<file path="src/verilog/rdc_pkg.sv">
// package: register map, field layout, decode tables and shared types of the reverse drive config block
package rdc_pkg;
  localparam int ADDR_W = 12;
  // printed offsets are word indices; byte address is four times the index
  localparam logic [7:0] ISD_IDX = 8'h80;
  localparam logic [7:0] REV_IDX = 8'h82;
  localparam logic [ADDR_W-1:0] ISD_ADDR = {2'h0, ISD_IDX, 2'h0};
  localparam logic [ADDR_W-1:0] REV_ADDR = {2'h0, REV_IDX, 2'h0};
  localparam logic [31:0] ISD_RST = 32'h0000_0000;
  localparam logic [31:0] REV_RST = 32'h0000_0000;
  localparam logic [1:0] RESP_OKAY = 2'h0;
  localparam logic [1:0] RESP_SLVERR = 2'h2;

  // initial speed detect word
  localparam int COAST_EN_BIT = 28;
  localparam int REV_EN_BIT = 27;
  localparam int COAST_LSB = 9;
  localparam int BEMF_LSB = 6;
  localparam int HANDOFF_LSB = 2;
  localparam int OLCUR_LSB = 0;
  // reverse drive word
  localparam int A1_LSB = 27;
  localparam int A2_LSB = 23;
  localparam int BRKCUR_LSB = 20;
  localparam int KP_LSB = 10;
  localparam int KI_LSB = 0;
  localparam logic [3:0] A1_NOVAL = 4'hA;
  localparam logic [3:0] A2_NOVAL = 4'hE;

  // coast duration in ms
  localparam logic [13:0] COAST_MS_LUT [16] = '{14'h000A, 14'h0032, 14'h0064, 14'h00C8, 14'h012C, 14'h0190,
    14'h01F4, 14'h02EE, 14'h03E8, 14'h07D0, 14'h0BB8, 14'h0FA0, 14'h1388, 14'h1D4C, 14'h2710, 14'h3A98};
  // standstill back-emf threshold in mV
  localparam logic [10:0] BEMF_MV_LUT [8] = '{11'h032, 11'h04B, 11'h064, 11'h0FA, 11'h1F4, 11'h2EE,
    11'h3E8, 11'h5DC};
  // handoff speed in tenths of a percent of maximum speed
  localparam logic [9:0] HANDOFF_LUT [16] = '{10'h019, 10'h032, 10'h04B, 10'h064, 10'h07D, 10'h096,
    10'h0C8, 10'h0FA, 10'h12C, 10'h190, 10'h1F4, 10'h258, 10'h2BC, 10'h320, 10'h384, 10'h3E8};
  // open loop current cap in units of 0.1 A
  localparam logic [5:0] OLCUR_LUT [4] = '{6'h0F, 6'h19, 6'h23, 6'h32};
  // acceleration in units of 0.01 Hz/s (or Hz/s2); unlisted codes give zero
  localparam logic [19:0] A1_LUT [16] = '{20'h00001, 20'h00005, 20'h00064, 20'h000FA, 20'h001F4, 20'h003E8,
    20'h009C4, 20'h01388, 20'h01D4C, 20'h02710, 20'h00000, 20'h0C350, 20'h124F8, 20'h186A0, 20'h7A120,
    20'hF4240};
  localparam logic [19:0] A2_LUT [16] = '{20'h00000, 20'h00005, 20'h00064, 20'h000FA, 20'h001F4, 20'h003E8,
    20'h009C4, 20'h01388, 20'h01D4C, 20'h02710, 20'h061A8, 20'h0C350, 20'h124F8, 20'h186A0, 20'h00000,
    20'hF4240};
  // active brake bus current limit in units of 0.1 A
  localparam logic [6:0] BRKCUR_LUT [8] = '{7'h05, 7'h0A, 7'h14, 7'h1E, 7'h28, 7'h32, 7'h3C, 7'h46};

  typedef struct packed {
    logic coast_step_on;
    logic reverse_drive_on;
    logic accel_code_bad;
    logic [13:0] coast_ms;
    logic [10:0] standstill_mv;
    logic [9:0] handoff_permille;
    logic [5:0] olcur_da;
    logic [19:0] accel1;
    logic [19:0] accel2;
    logic [6:0] brkcur_da;
    logic [9:0] kp_q7;
    logic [9:0] ki_q9;
  } rdc_dec_t;
endpackage

</file>
<file path="src/verilog/rdc_if.sv">
// interfaces: register access strobes and configuration words with their decoded settings
`timescale 1ns/1ps
interface rdc_reg_if;
  import rdc_pkg::*;
  logic wr_en;
  logic [ADDR_W-1:0] wr_addr;
  logic [31:0] wr_data;
  logic [3:0] wr_strb;
  logic wr_ok;
  logic [ADDR_W-1:0] rd_addr;
  logic [31:0] rd_data;
  logic rd_ok;
  modport slv (output wr_en, wr_addr, wr_data, wr_strb, rd_addr, input wr_ok, rd_data, rd_ok);
  modport regs (input wr_en, wr_addr, wr_data, wr_strb, rd_addr, output wr_ok, rd_data, rd_ok);
endinterface

interface rdc_cfg_if;
  import rdc_pkg::*;
  logic [31:0] isd;
  logic [31:0] rev;
  rdc_dec_t dec;
  modport dec_side (input isd, rev, output dec);
  modport top (output isd, rev, input dec);
endinterface

</file>
<file path="src/verilog/rdc_axi_slave.sv">
// AXI4-Lite slave: takes one write and one read at a time and turns them into register strobes
`timescale 1ns/1ps
module rdc_axi_slave import rdc_pkg::*; (
  input wire logic clk,
  input wire logic rst_n,
  input wire logic [ADDR_W-1:0] awaddr,
  input wire logic awvalid,
  output logic awready,
  input wire logic [31:0] wdata,
  input wire logic [3:0] wstrb,
  input wire logic wvalid,
  output logic wready,
  output logic [1:0] bresp,
  output logic bvalid,
  input wire logic bready,
  input wire logic [ADDR_W-1:0] araddr,
  input wire logic arvalid,
  output logic arready,
  output logic [31:0] rdata,
  output logic [1:0] rresp,
  output logic rvalid,
  input wire logic rready,
  rdc_reg_if.slv rb
);
  typedef struct packed {
    logic awready;
    logic wready;
    logic aw_got;
    logic w_got;
    logic [ADDR_W-1:0] addr;
    logic [31:0] data;
    logic [3:0] strb;
    logic bvalid;
    logic [1:0] bresp;
    logic arready;
    logic rvalid;
    logic [1:0] rresp;
    logic [31:0] rdata;
  } rdc_axi_t;

  rdc_axi_t q;
  rdc_axi_t d;

  always_comb begin
    d = q;
    rb.wr_en = 1'b0;
    rb.wr_addr = q.addr;
    rb.wr_data = q.data;
    rb.wr_strb = q.strb;
    rb.rd_addr = araddr;
    if (awvalid && q.awready) begin
      d.aw_got = 1'b1;
      d.addr = awaddr;
    end
    if (wvalid && q.wready) begin
      d.w_got = 1'b1;
      d.data = wdata;
      d.strb = wstrb;
    end
    if (q.bvalid && bready) begin
      d.bvalid = 1'b0;
    end
    // commit once both halves are held; unmapped addresses store nothing
    if (q.aw_got && q.w_got && !q.bvalid) begin
      rb.wr_en = rb.wr_ok;
      d.bvalid = 1'b1;
      d.bresp = rb.wr_ok ? RESP_OKAY : RESP_SLVERR;
      d.aw_got = 1'b0;
      d.w_got = 1'b0;
    end
    if (q.rvalid && rready) begin
      d.rvalid = 1'b0;
    end
    if (arvalid && q.arready) begin
      d.rvalid = 1'b1;
      d.rdata = rb.rd_ok ? rb.rd_data : 32'h0000_0000;
      d.rresp = rb.rd_ok ? RESP_OKAY : RESP_SLVERR;
    end
    d.awready = !d.aw_got && !d.bvalid;
    d.wready = !d.w_got && !d.bvalid;
    d.arready = !d.rvalid;
  end

  always_ff @(posedge clk) begin
    if (!rst_n) begin
      q <= '0;
    end else begin
      q <= d;
    end
  end

  assign awready = q.awready;
  assign wready = q.wready;
  assign bvalid = q.bvalid;
  assign bresp = q.bresp;
  assign arready = q.arready;
  assign rvalid = q.rvalid;
  assign rresp = q.rresp;
  assign rdata = q.rdata;
endmodule // rdc_axi_slave

</file>
<file path="src/verilog/rdc_decode.sv">
// field decoder: turns the two configuration words into scaled settings; coast, handoff, open loop current and acceleration settings are enable-gated
`timescale 1ns/1ps
module rdc_decode import rdc_pkg::*; (
  rdc_cfg_if.dec_side cfg
);
  always_comb begin
    logic rev_on;
    logic [3:0] a1_code;
    logic [3:0] a2_code;
    rev_on = cfg.isd[REV_EN_BIT];
    a1_code = cfg.rev[A1_LSB +: 4];
    a2_code = cfg.rev[A2_LSB +: 4];
    cfg.dec = '0;
    cfg.dec.coast_step_on = cfg.isd[COAST_EN_BIT];
    cfg.dec.reverse_drive_on = rev_on;
    if (cfg.isd[COAST_EN_BIT]) begin // see RQ12
      cfg.dec.coast_ms = COAST_MS_LUT[cfg.isd[COAST_LSB +: 4]]; // see RQ1
    end
    cfg.dec.standstill_mv = BEMF_MV_LUT[cfg.isd[BEMF_LSB +: 3]]; // see RQ2
    // handoff, open loop current and acceleration settings only reach the drive while reverse drive is on
    if (rev_on) begin // see RQ11
      cfg.dec.handoff_permille = HANDOFF_LUT[cfg.isd[HANDOFF_LSB +: 4]]; // see RQ3
      cfg.dec.olcur_da = OLCUR_LUT[cfg.isd[OLCUR_LSB +: 2]]; // see RQ4
      cfg.dec.accel1 = A1_LUT[a1_code]; // see RQ5
      cfg.dec.accel2 = A2_LUT[a2_code]; // see RQ6
      cfg.dec.accel_code_bad = (a1_code == A1_NOVAL) || (a2_code == A2_NOVAL); // see RQ13
    end
    cfg.dec.brkcur_da = BRKCUR_LUT[cfg.rev[BRKCUR_LSB +: 3]]; // see RQ7
    cfg.dec.kp_q7 = cfg.rev[KP_LSB +: 10]; // see RQ8
    cfg.dec.ki_q9 = cfg.rev[KI_LSB +: 10]; // see RQ9
  end
endmodule // rdc_decode

</file>
<file path="src/verilog/rdc_top.sv">
// top: register bank for initial speed detect and reverse drive settings, with decoded outputs
//
// What this block does
// RQ1 - The 4-bit coast duration code in bits 12 to 9 selects 10 ms at code 0 up to 15 s at code F.
// RQ2 - The 3-bit code in bits 8 to 6 selects the standstill back-emf threshold, 50 mV up to 1500 mV.
// RQ3 - The 4-bit code in bits 5 to 2 selects the reverse drive handoff speed, 2.5 % up to 100 % of maximum.
// RQ4 - Bits 1 to 0 select the reverse drive open loop current cap of 1.5, 2.5, 3.5 or 5.0 A.
// RQ5 - Bits 30 to 27 of the reverse word select the first-order acceleration, 0.01 up to 10000 Hz/s.
// RQ6 - Bits 26 to 23 select the second-order acceleration, 0.0 up to 10000 Hz/s2.
// RQ7 - Bits 22 to 20 select the active brake bus current cap, 0.5 A then 1 A to 7 A in 1 A steps.
// RQ8 - Bits 19 to 10 are the brake proportional gain with seven fraction bits.
// RQ9 - Bits 9 to 0 are the brake integral gain with nine fraction bits.
// RQ10 - After reset the reverse drive word reads all zeros.
// RQ11 - Handoff, open loop current and acceleration settings act only while the reverse drive enable bit is set.
// RQ12 - Coast duration acts only while the coast step enable bit is set.
// RQ13 - Acceleration codes with no listed value are flagged as unsupported and give zero.
`timescale 1ns/1ps
module rdc_top import rdc_pkg::*; (
  input wire logic MCLK,
  input wire logic RST_N,
  input wire logic [ADDR_W-1:0] S_AXI_AWADDR,
  input wire logic S_AXI_AWVALID,
  output logic S_AXI_AWREADY,
  input wire logic [31:0] S_AXI_WDATA,
  input wire logic [3:0] S_AXI_WSTRB,
  input wire logic S_AXI_WVALID,
  output logic S_AXI_WREADY,
  output logic [1:0] S_AXI_BRESP,
  output logic S_AXI_BVALID,
  input wire logic S_AXI_BREADY,
  input wire logic [ADDR_W-1:0] S_AXI_ARADDR,
  input wire logic S_AXI_ARVALID,
  output logic S_AXI_ARREADY,
  output logic [31:0] S_AXI_RDATA,
  output logic [1:0] S_AXI_RRESP,
  output logic S_AXI_RVALID,
  input wire logic S_AXI_RREADY,
  output logic COAST_STEP_ON,
  output logic REVERSE_DRIVE_ON,
  output logic ACCEL_CODE_BAD,
  output logic [13:0] COAST_MS,
  output logic [10:0] STANDSTILL_MV,
  output logic [9:0] HANDOFF_PERMILLE,
  output logic [5:0] OL_CURRENT_DA,
  output logic [19:0] ACCEL1_CENTI,
  output logic [19:0] ACCEL2_CENTI,
  output logic [6:0] BRAKE_CURRENT_DA,
  output logic [9:0] BRAKE_KP_Q7,
  output logic [9:0] BRAKE_KI_Q9
);
  typedef struct packed {
    logic [31:0] isd;
    logic [31:0] rev;
    rdc_dec_t out;
  } rdc_state_t;

  rdc_state_t q;
  rdc_state_t d;
  logic [31:0] wmask;

  rdc_reg_if rb ();
  rdc_cfg_if cfg ();

  rdc_axi_slave u_axi (
    .clk(MCLK),
    .rst_n(RST_N),
    .awaddr(S_AXI_AWADDR),
    .awvalid(S_AXI_AWVALID),
    .awready(S_AXI_AWREADY),
    .wdata(S_AXI_WDATA),
    .wstrb(S_AXI_WSTRB),
    .wvalid(S_AXI_WVALID),
    .wready(S_AXI_WREADY),
    .bresp(S_AXI_BRESP),
    .bvalid(S_AXI_BVALID),
    .bready(S_AXI_BREADY),
    .araddr(S_AXI_ARADDR),
    .arvalid(S_AXI_ARVALID),
    .arready(S_AXI_ARREADY),
    .rdata(S_AXI_RDATA),
    .rresp(S_AXI_RRESP),
    .rvalid(S_AXI_RVALID),
    .rready(S_AXI_RREADY),
    .rb(rb.slv)
  );

  rdc_decode u_dec (
    .cfg(cfg.dec_side)
  );

  // byte lane mask from the write strobes
  for (genvar b = 0; b < 4; b++) begin : g_lane
    assign wmask[8*b +: 8] = {8{rb.wr_strb[b]}};
  end

  assign rb.wr_ok = (rb.wr_addr == ISD_ADDR) || (rb.wr_addr == REV_ADDR);
  assign rb.rd_ok = (rb.rd_addr == ISD_ADDR) || (rb.rd_addr == REV_ADDR);
  assign rb.rd_data = (rb.rd_addr == ISD_ADDR) ? q.isd : q.rev;
  assign cfg.isd = q.isd;
  assign cfg.rev = q.rev;

  always_comb begin
    d = q;
    if (rb.wr_en && (rb.wr_addr == ISD_ADDR)) begin
      d.isd = (q.isd & ~wmask) | (rb.wr_data & wmask);
    end
    if (rb.wr_en && (rb.wr_addr == REV_ADDR)) begin
      d.rev = (q.rev & ~wmask) | (rb.wr_data & wmask);
    end
    // decoded settings are registered so every output leaves a flip-flop
    d.out = cfg.dec;
  end

  always_ff @(posedge MCLK) begin
    if (!RST_N) begin
      q.isd <= ISD_RST;
      q.rev <= REV_RST; // see RQ10
      q.out <= '0;
    end else begin
      q <= d;
    end
  end

  assign COAST_STEP_ON = q.out.coast_step_on;
  assign REVERSE_DRIVE_ON = q.out.reverse_drive_on;
  assign ACCEL_CODE_BAD = q.out.accel_code_bad;
  assign COAST_MS = q.out.coast_ms;
  assign STANDSTILL_MV = q.out.standstill_mv;
  assign HANDOFF_PERMILLE = q.out.handoff_permille;
  assign OL_CURRENT_DA = q.out.olcur_da;
  assign ACCEL1_CENTI = q.out.accel1;
  assign ACCEL2_CENTI = q.out.accel2;
  assign BRAKE_CURRENT_DA = q.out.brkcur_da;
  assign BRAKE_KP_Q7 = q.out.kp_q7;
  assign BRAKE_KI_Q9 = q.out.ki_q9;
endmodule // rdc_top

</file>
<file path="config.mk">
export PLATFORM = sky130hd
export DESIGN_NAME = rdc_top
export DESIGN_NICKNAME = d
export VERILOG_FILES = /design/src/verilog/rdc_pkg.sv /design/src/verilog/rdc_if.sv /design/src/verilog/rdc_axi_slave.sv /design/src/verilog/rdc_decode.sv /design/src/verilog/rdc_top.sv
export SDC_FILE = /design/constraint.sdc
export NUM_CORES = 1
export LEC_CHECK = 0
export BUFFER_PORTS_ARGS = -buffer_cell sky130_fd_sc_hd__buf_2
export CORE_ASPECT_RATIO = 1.25
export CORE_UTILIZATION = 30
export CTS_BUF_LIST = sky130_fd_sc_hd__clkbuf_8 sky130_fd_sc_hd__clkbuf_16
export CTS_CLUSTER_DIAMETER = 40
export DETAILED_ROUTE_END_ITERATION = 8
export GPL_TIMING_DRIVEN = 0
export RECOVER_POWER = 25
export SYNTH_ARGS = -nofsm -noshare
export SYNTH_HDL_FRONTEND = slang
export SYNTH_SLANG_ARGS = --single-unit
</file>
<file path="constraint.sdc">
create_clock -name MCLK -period 4.9 [get_ports MCLK]
set_clock_uncertainty 0.05 [all_clocks]
set_input_delay 0.735 -clock MCLK [delete_from_list [all_inputs] [get_ports MCLK]]
set_output_delay 0.735 -clock MCLK [all_outputs]
set_load 0.005 [all_outputs]
</file>
==> flow_summary.json <==
{
  "die_x_um": 168.5,
  "setup_viol": 0,
  "final_nets": 1481,
  "register_area_um2": 5205,
  "cap_viol_max_count": 0,
  "syn_area_um2": 10390,
  "path_class": "in -> reg",
  "drt-pass1-iter-count": 4,
  "crit_cells": 5,
  "die_h_um": 210.1,
  "grt_max_degree": 14,
  "synth_top_family_by_area": "simple AND/OR/NAND/NOR gates",
  "synth_cell_types": 47,
  "finalCriticalPeriod_ns": 2.231,
  "grt-ovfl-total": 0,
  "synth_edf_count": 0,
  "syn_to_final_growth_pct": 28.77,
  "grt_first_pass_wirelength_mm": 44.91,
  "r2r.worst_path.cells": 4,
  "syn_inst": 1120,
  "drive_gt1_share_pct": 22.97,
  "fin_ws_ns": 2.669,
  "rsz0062_at_grt": "false",
  "ys.flop_type": "dfxtp_1",
  "seqPwrFrac_pct": 41.5,
  "routed_via_density": 4.444,
  "start_util_pct": 30.68,
  "cts.path.max_buffers": 3,
  "grt_util_all_layers_pct": 16.57,
  "antenna_found_initial": 0,
  "die-area_um2": 35390,
  "swShare_pct": 23.26,
  "worstMarginPinSlew_ns": 0.9021,
  "grt_pass1_vias": 8253,
  "finalPower_uw": 5199,
  "synth_fa_ha_area_share_pct": 4.575,
  "dr.first_iter.drc_count": 555,
  "slowest_delay_ns": 0.64,
  "ir_drop_mv": 0.2137,
  "synth.top_cell.area_share_pct": 50.08,
  "crit_chain": "clkbuf_1, clkbuf_1, clkbuf_1, nand2_1, mux2i_1",
  "avgSynthCellArea_um2": 9.279,
  "holdCritPathClass": "reg -> reg",
  "cp.arrival_ns": 2.62,
  "insertion_delay_ns": 0.54,
  "port-buffer-count": 213,
  "cpMostUsedCell": "clkbuf_1",
  "routed_wl_mm": 29.44,
  "max_freq_mhz": 448.3,
  "required_ns": 5.29,
  "hold_violations": 0,
  "dp.cells": 1797,
  "io_pins": 219,
  "wire_per_inst_um": 15.76,
  "numCtsBuffers": 39,
  "yosys.area_share.simple_pct": 18.49,
  "cts_sinks": 260,
  "critPathMaxFanout": 10,
  "pre_cts_slack_ns": 2.051,
  "pwr-share-comb_pct": 3.3,
  "start_kind": "primary input",
  "clk_pin_slew_worst_paths_ns": 0.06,
  "p_int_uw": 3990,
  "multiInputGateArea_um2": 4501,
  "hold_ws_ns": 0.3863,
  "htreeDepth": 2,
  "cts_tree": "yes",
  "muxShareOfSynthArea_pct": 11.15,
  "ys_warn_count": 0,
  "ys_seq_elements": 260,
  "postCtsSetupBuffers": 0,
  "p_clk_share_pct": 55.2,
  "core_area_um2": 33880,
  "diodes": 0,
  "final_cell_mix": "260 x dfxtp_1, 256 x nand2_1, 197 x buf_2",
  "drc": 0,
  "whs_path_depth": 2,
  "ctsResizeCount": 0,
  "status": "finished clean",
  "ant_nets": 0,
  "post-route-period-util_pct": 45.52,
  "fin_cells": 1868,
  "relSlewSlack_pct": 39.86,
  "p_switching_uw": 1209,
  "critPathCaptureType": "flip-flop",
  "yosysTopAreaCell": "dfxtp_1",
  "power_density_nw_per_um2": 388.5,
  "fillers": 3453,
  "vias": 8302,
  "async_flop_share_pct": 0,
  "cts_hold_buffers": 0,
  "gp_congestion": 0.8179,
  "yosysSeqAreaShare_pct": 50.08,
  "cts-root-buf": "clkbuf_16",
  "synth_area_leaders": "dfxtp_1 50%, mux2i_1 10%, nand2_1 9.2%",
  "cp_top_family": "buffers and inverters",
  "p_leak_uw": 0.006375,
  "final_common_cell": "dfxtp_1",
  "synth_xor_area_share_pct": 0.1686,
  "synth-compound-area-share_pct": 8.813,
  "cp_slowest_cell": "clkbuf_1",
  "detailed_place_hpwl_mm": 21.61,
  "finalMaxSlewViolations": 0,
  "timing.critical_path.buf_inv": 3,
  "rows": 75,
  "setup_tns_ns": 0
}
[cell type report]
type	count	area share (%)
clock inverters	28	2.365
well taps	462	4.319
inverters	42	1.178
multi-input cells	717	33.63
repair buffers	213	7.816
plain buffers	103	4.011
flip-flops and latches	260	38.89
clock buffers	43	7.788
[kinds of logic after synthesis]
group / count (synthesis)
DFF: 260
and+or+nand+nor: 418
adders and majority gates: 38
muxes: 114
other: 1
xor gates and xnor gates: 2
AOI/OAI and AO/OA: 142
buffers and inverters: 145
[through the flow]
step | utilization (%) | area [um2]
after floorplan | - | 10400
after global placement | 35.55 | 12040
after detailed placement | 35.55 | 12040
after CTS | 39.56 | 13400
after global routing | 39.51 | 13380
final | 39.51 | 13380
[cells in the mapped netlist (all sizes together) (3+ instances only)]
| cell | n |
|---|---|
| clkbuf | 54 |
| and2 | 43 |
| nor4 | 7 |
| nor2b | 12 |
| mux2 | 4 |
| ha | 38 |
| nor3 | 10 |
| a21boi | 51 |
| o21a | 3 |
| nor2 | 56 |
| dfxtp | 260 |
| nand2 | 264 |
| o21ai | 45 |
| mux2i | 109 |
| and3 | 8 |
| o211a | 3 |
| a21oi | 19 |
| a211oi | 12 |
| nand2b | 5 |
| inv | 40 |
| buf | 49 |
[worst min-delay path: cells and delay by family, from the launching register on]
| kind | cells | cell delay [ns] |
|---|---|---|
| simple gates | 1 | 0.07 |
| flops | 1 | 0.31 |
| buf+inv | 1 | 0.04 |
[power groups by stage]
stage	combinational, uW	sequential, uW	clock (uW)
floorplan	93.1	2200	0
global placement	175	2200	0
detailed placement	176	2200	0
CTS	177	2160	2930
global route	190	2160	3030
finish	173	2160	2870
[per-layer routing]
metal  wire length (um)  global-route usage (%)
met3               1267                   2.910
met2              15040                   30.22
met1              12510                   19.39
met5                  0                       0
met4                625                   5.643
[final timing paths]
check	slack [ns]	startpoint	end
max	2.67	RST_N	flip-flop
min reg2reg	0.39	flip-flop	BRAKE_KI_Q9[0]
min	0.39	flip-flop	BRAKE_KI_Q9[0]
max reg2reg	2.69	u_axi.rb.wr_addr[5]	flip-flop
Note: power is estimated with default switching activity, not from simulation.
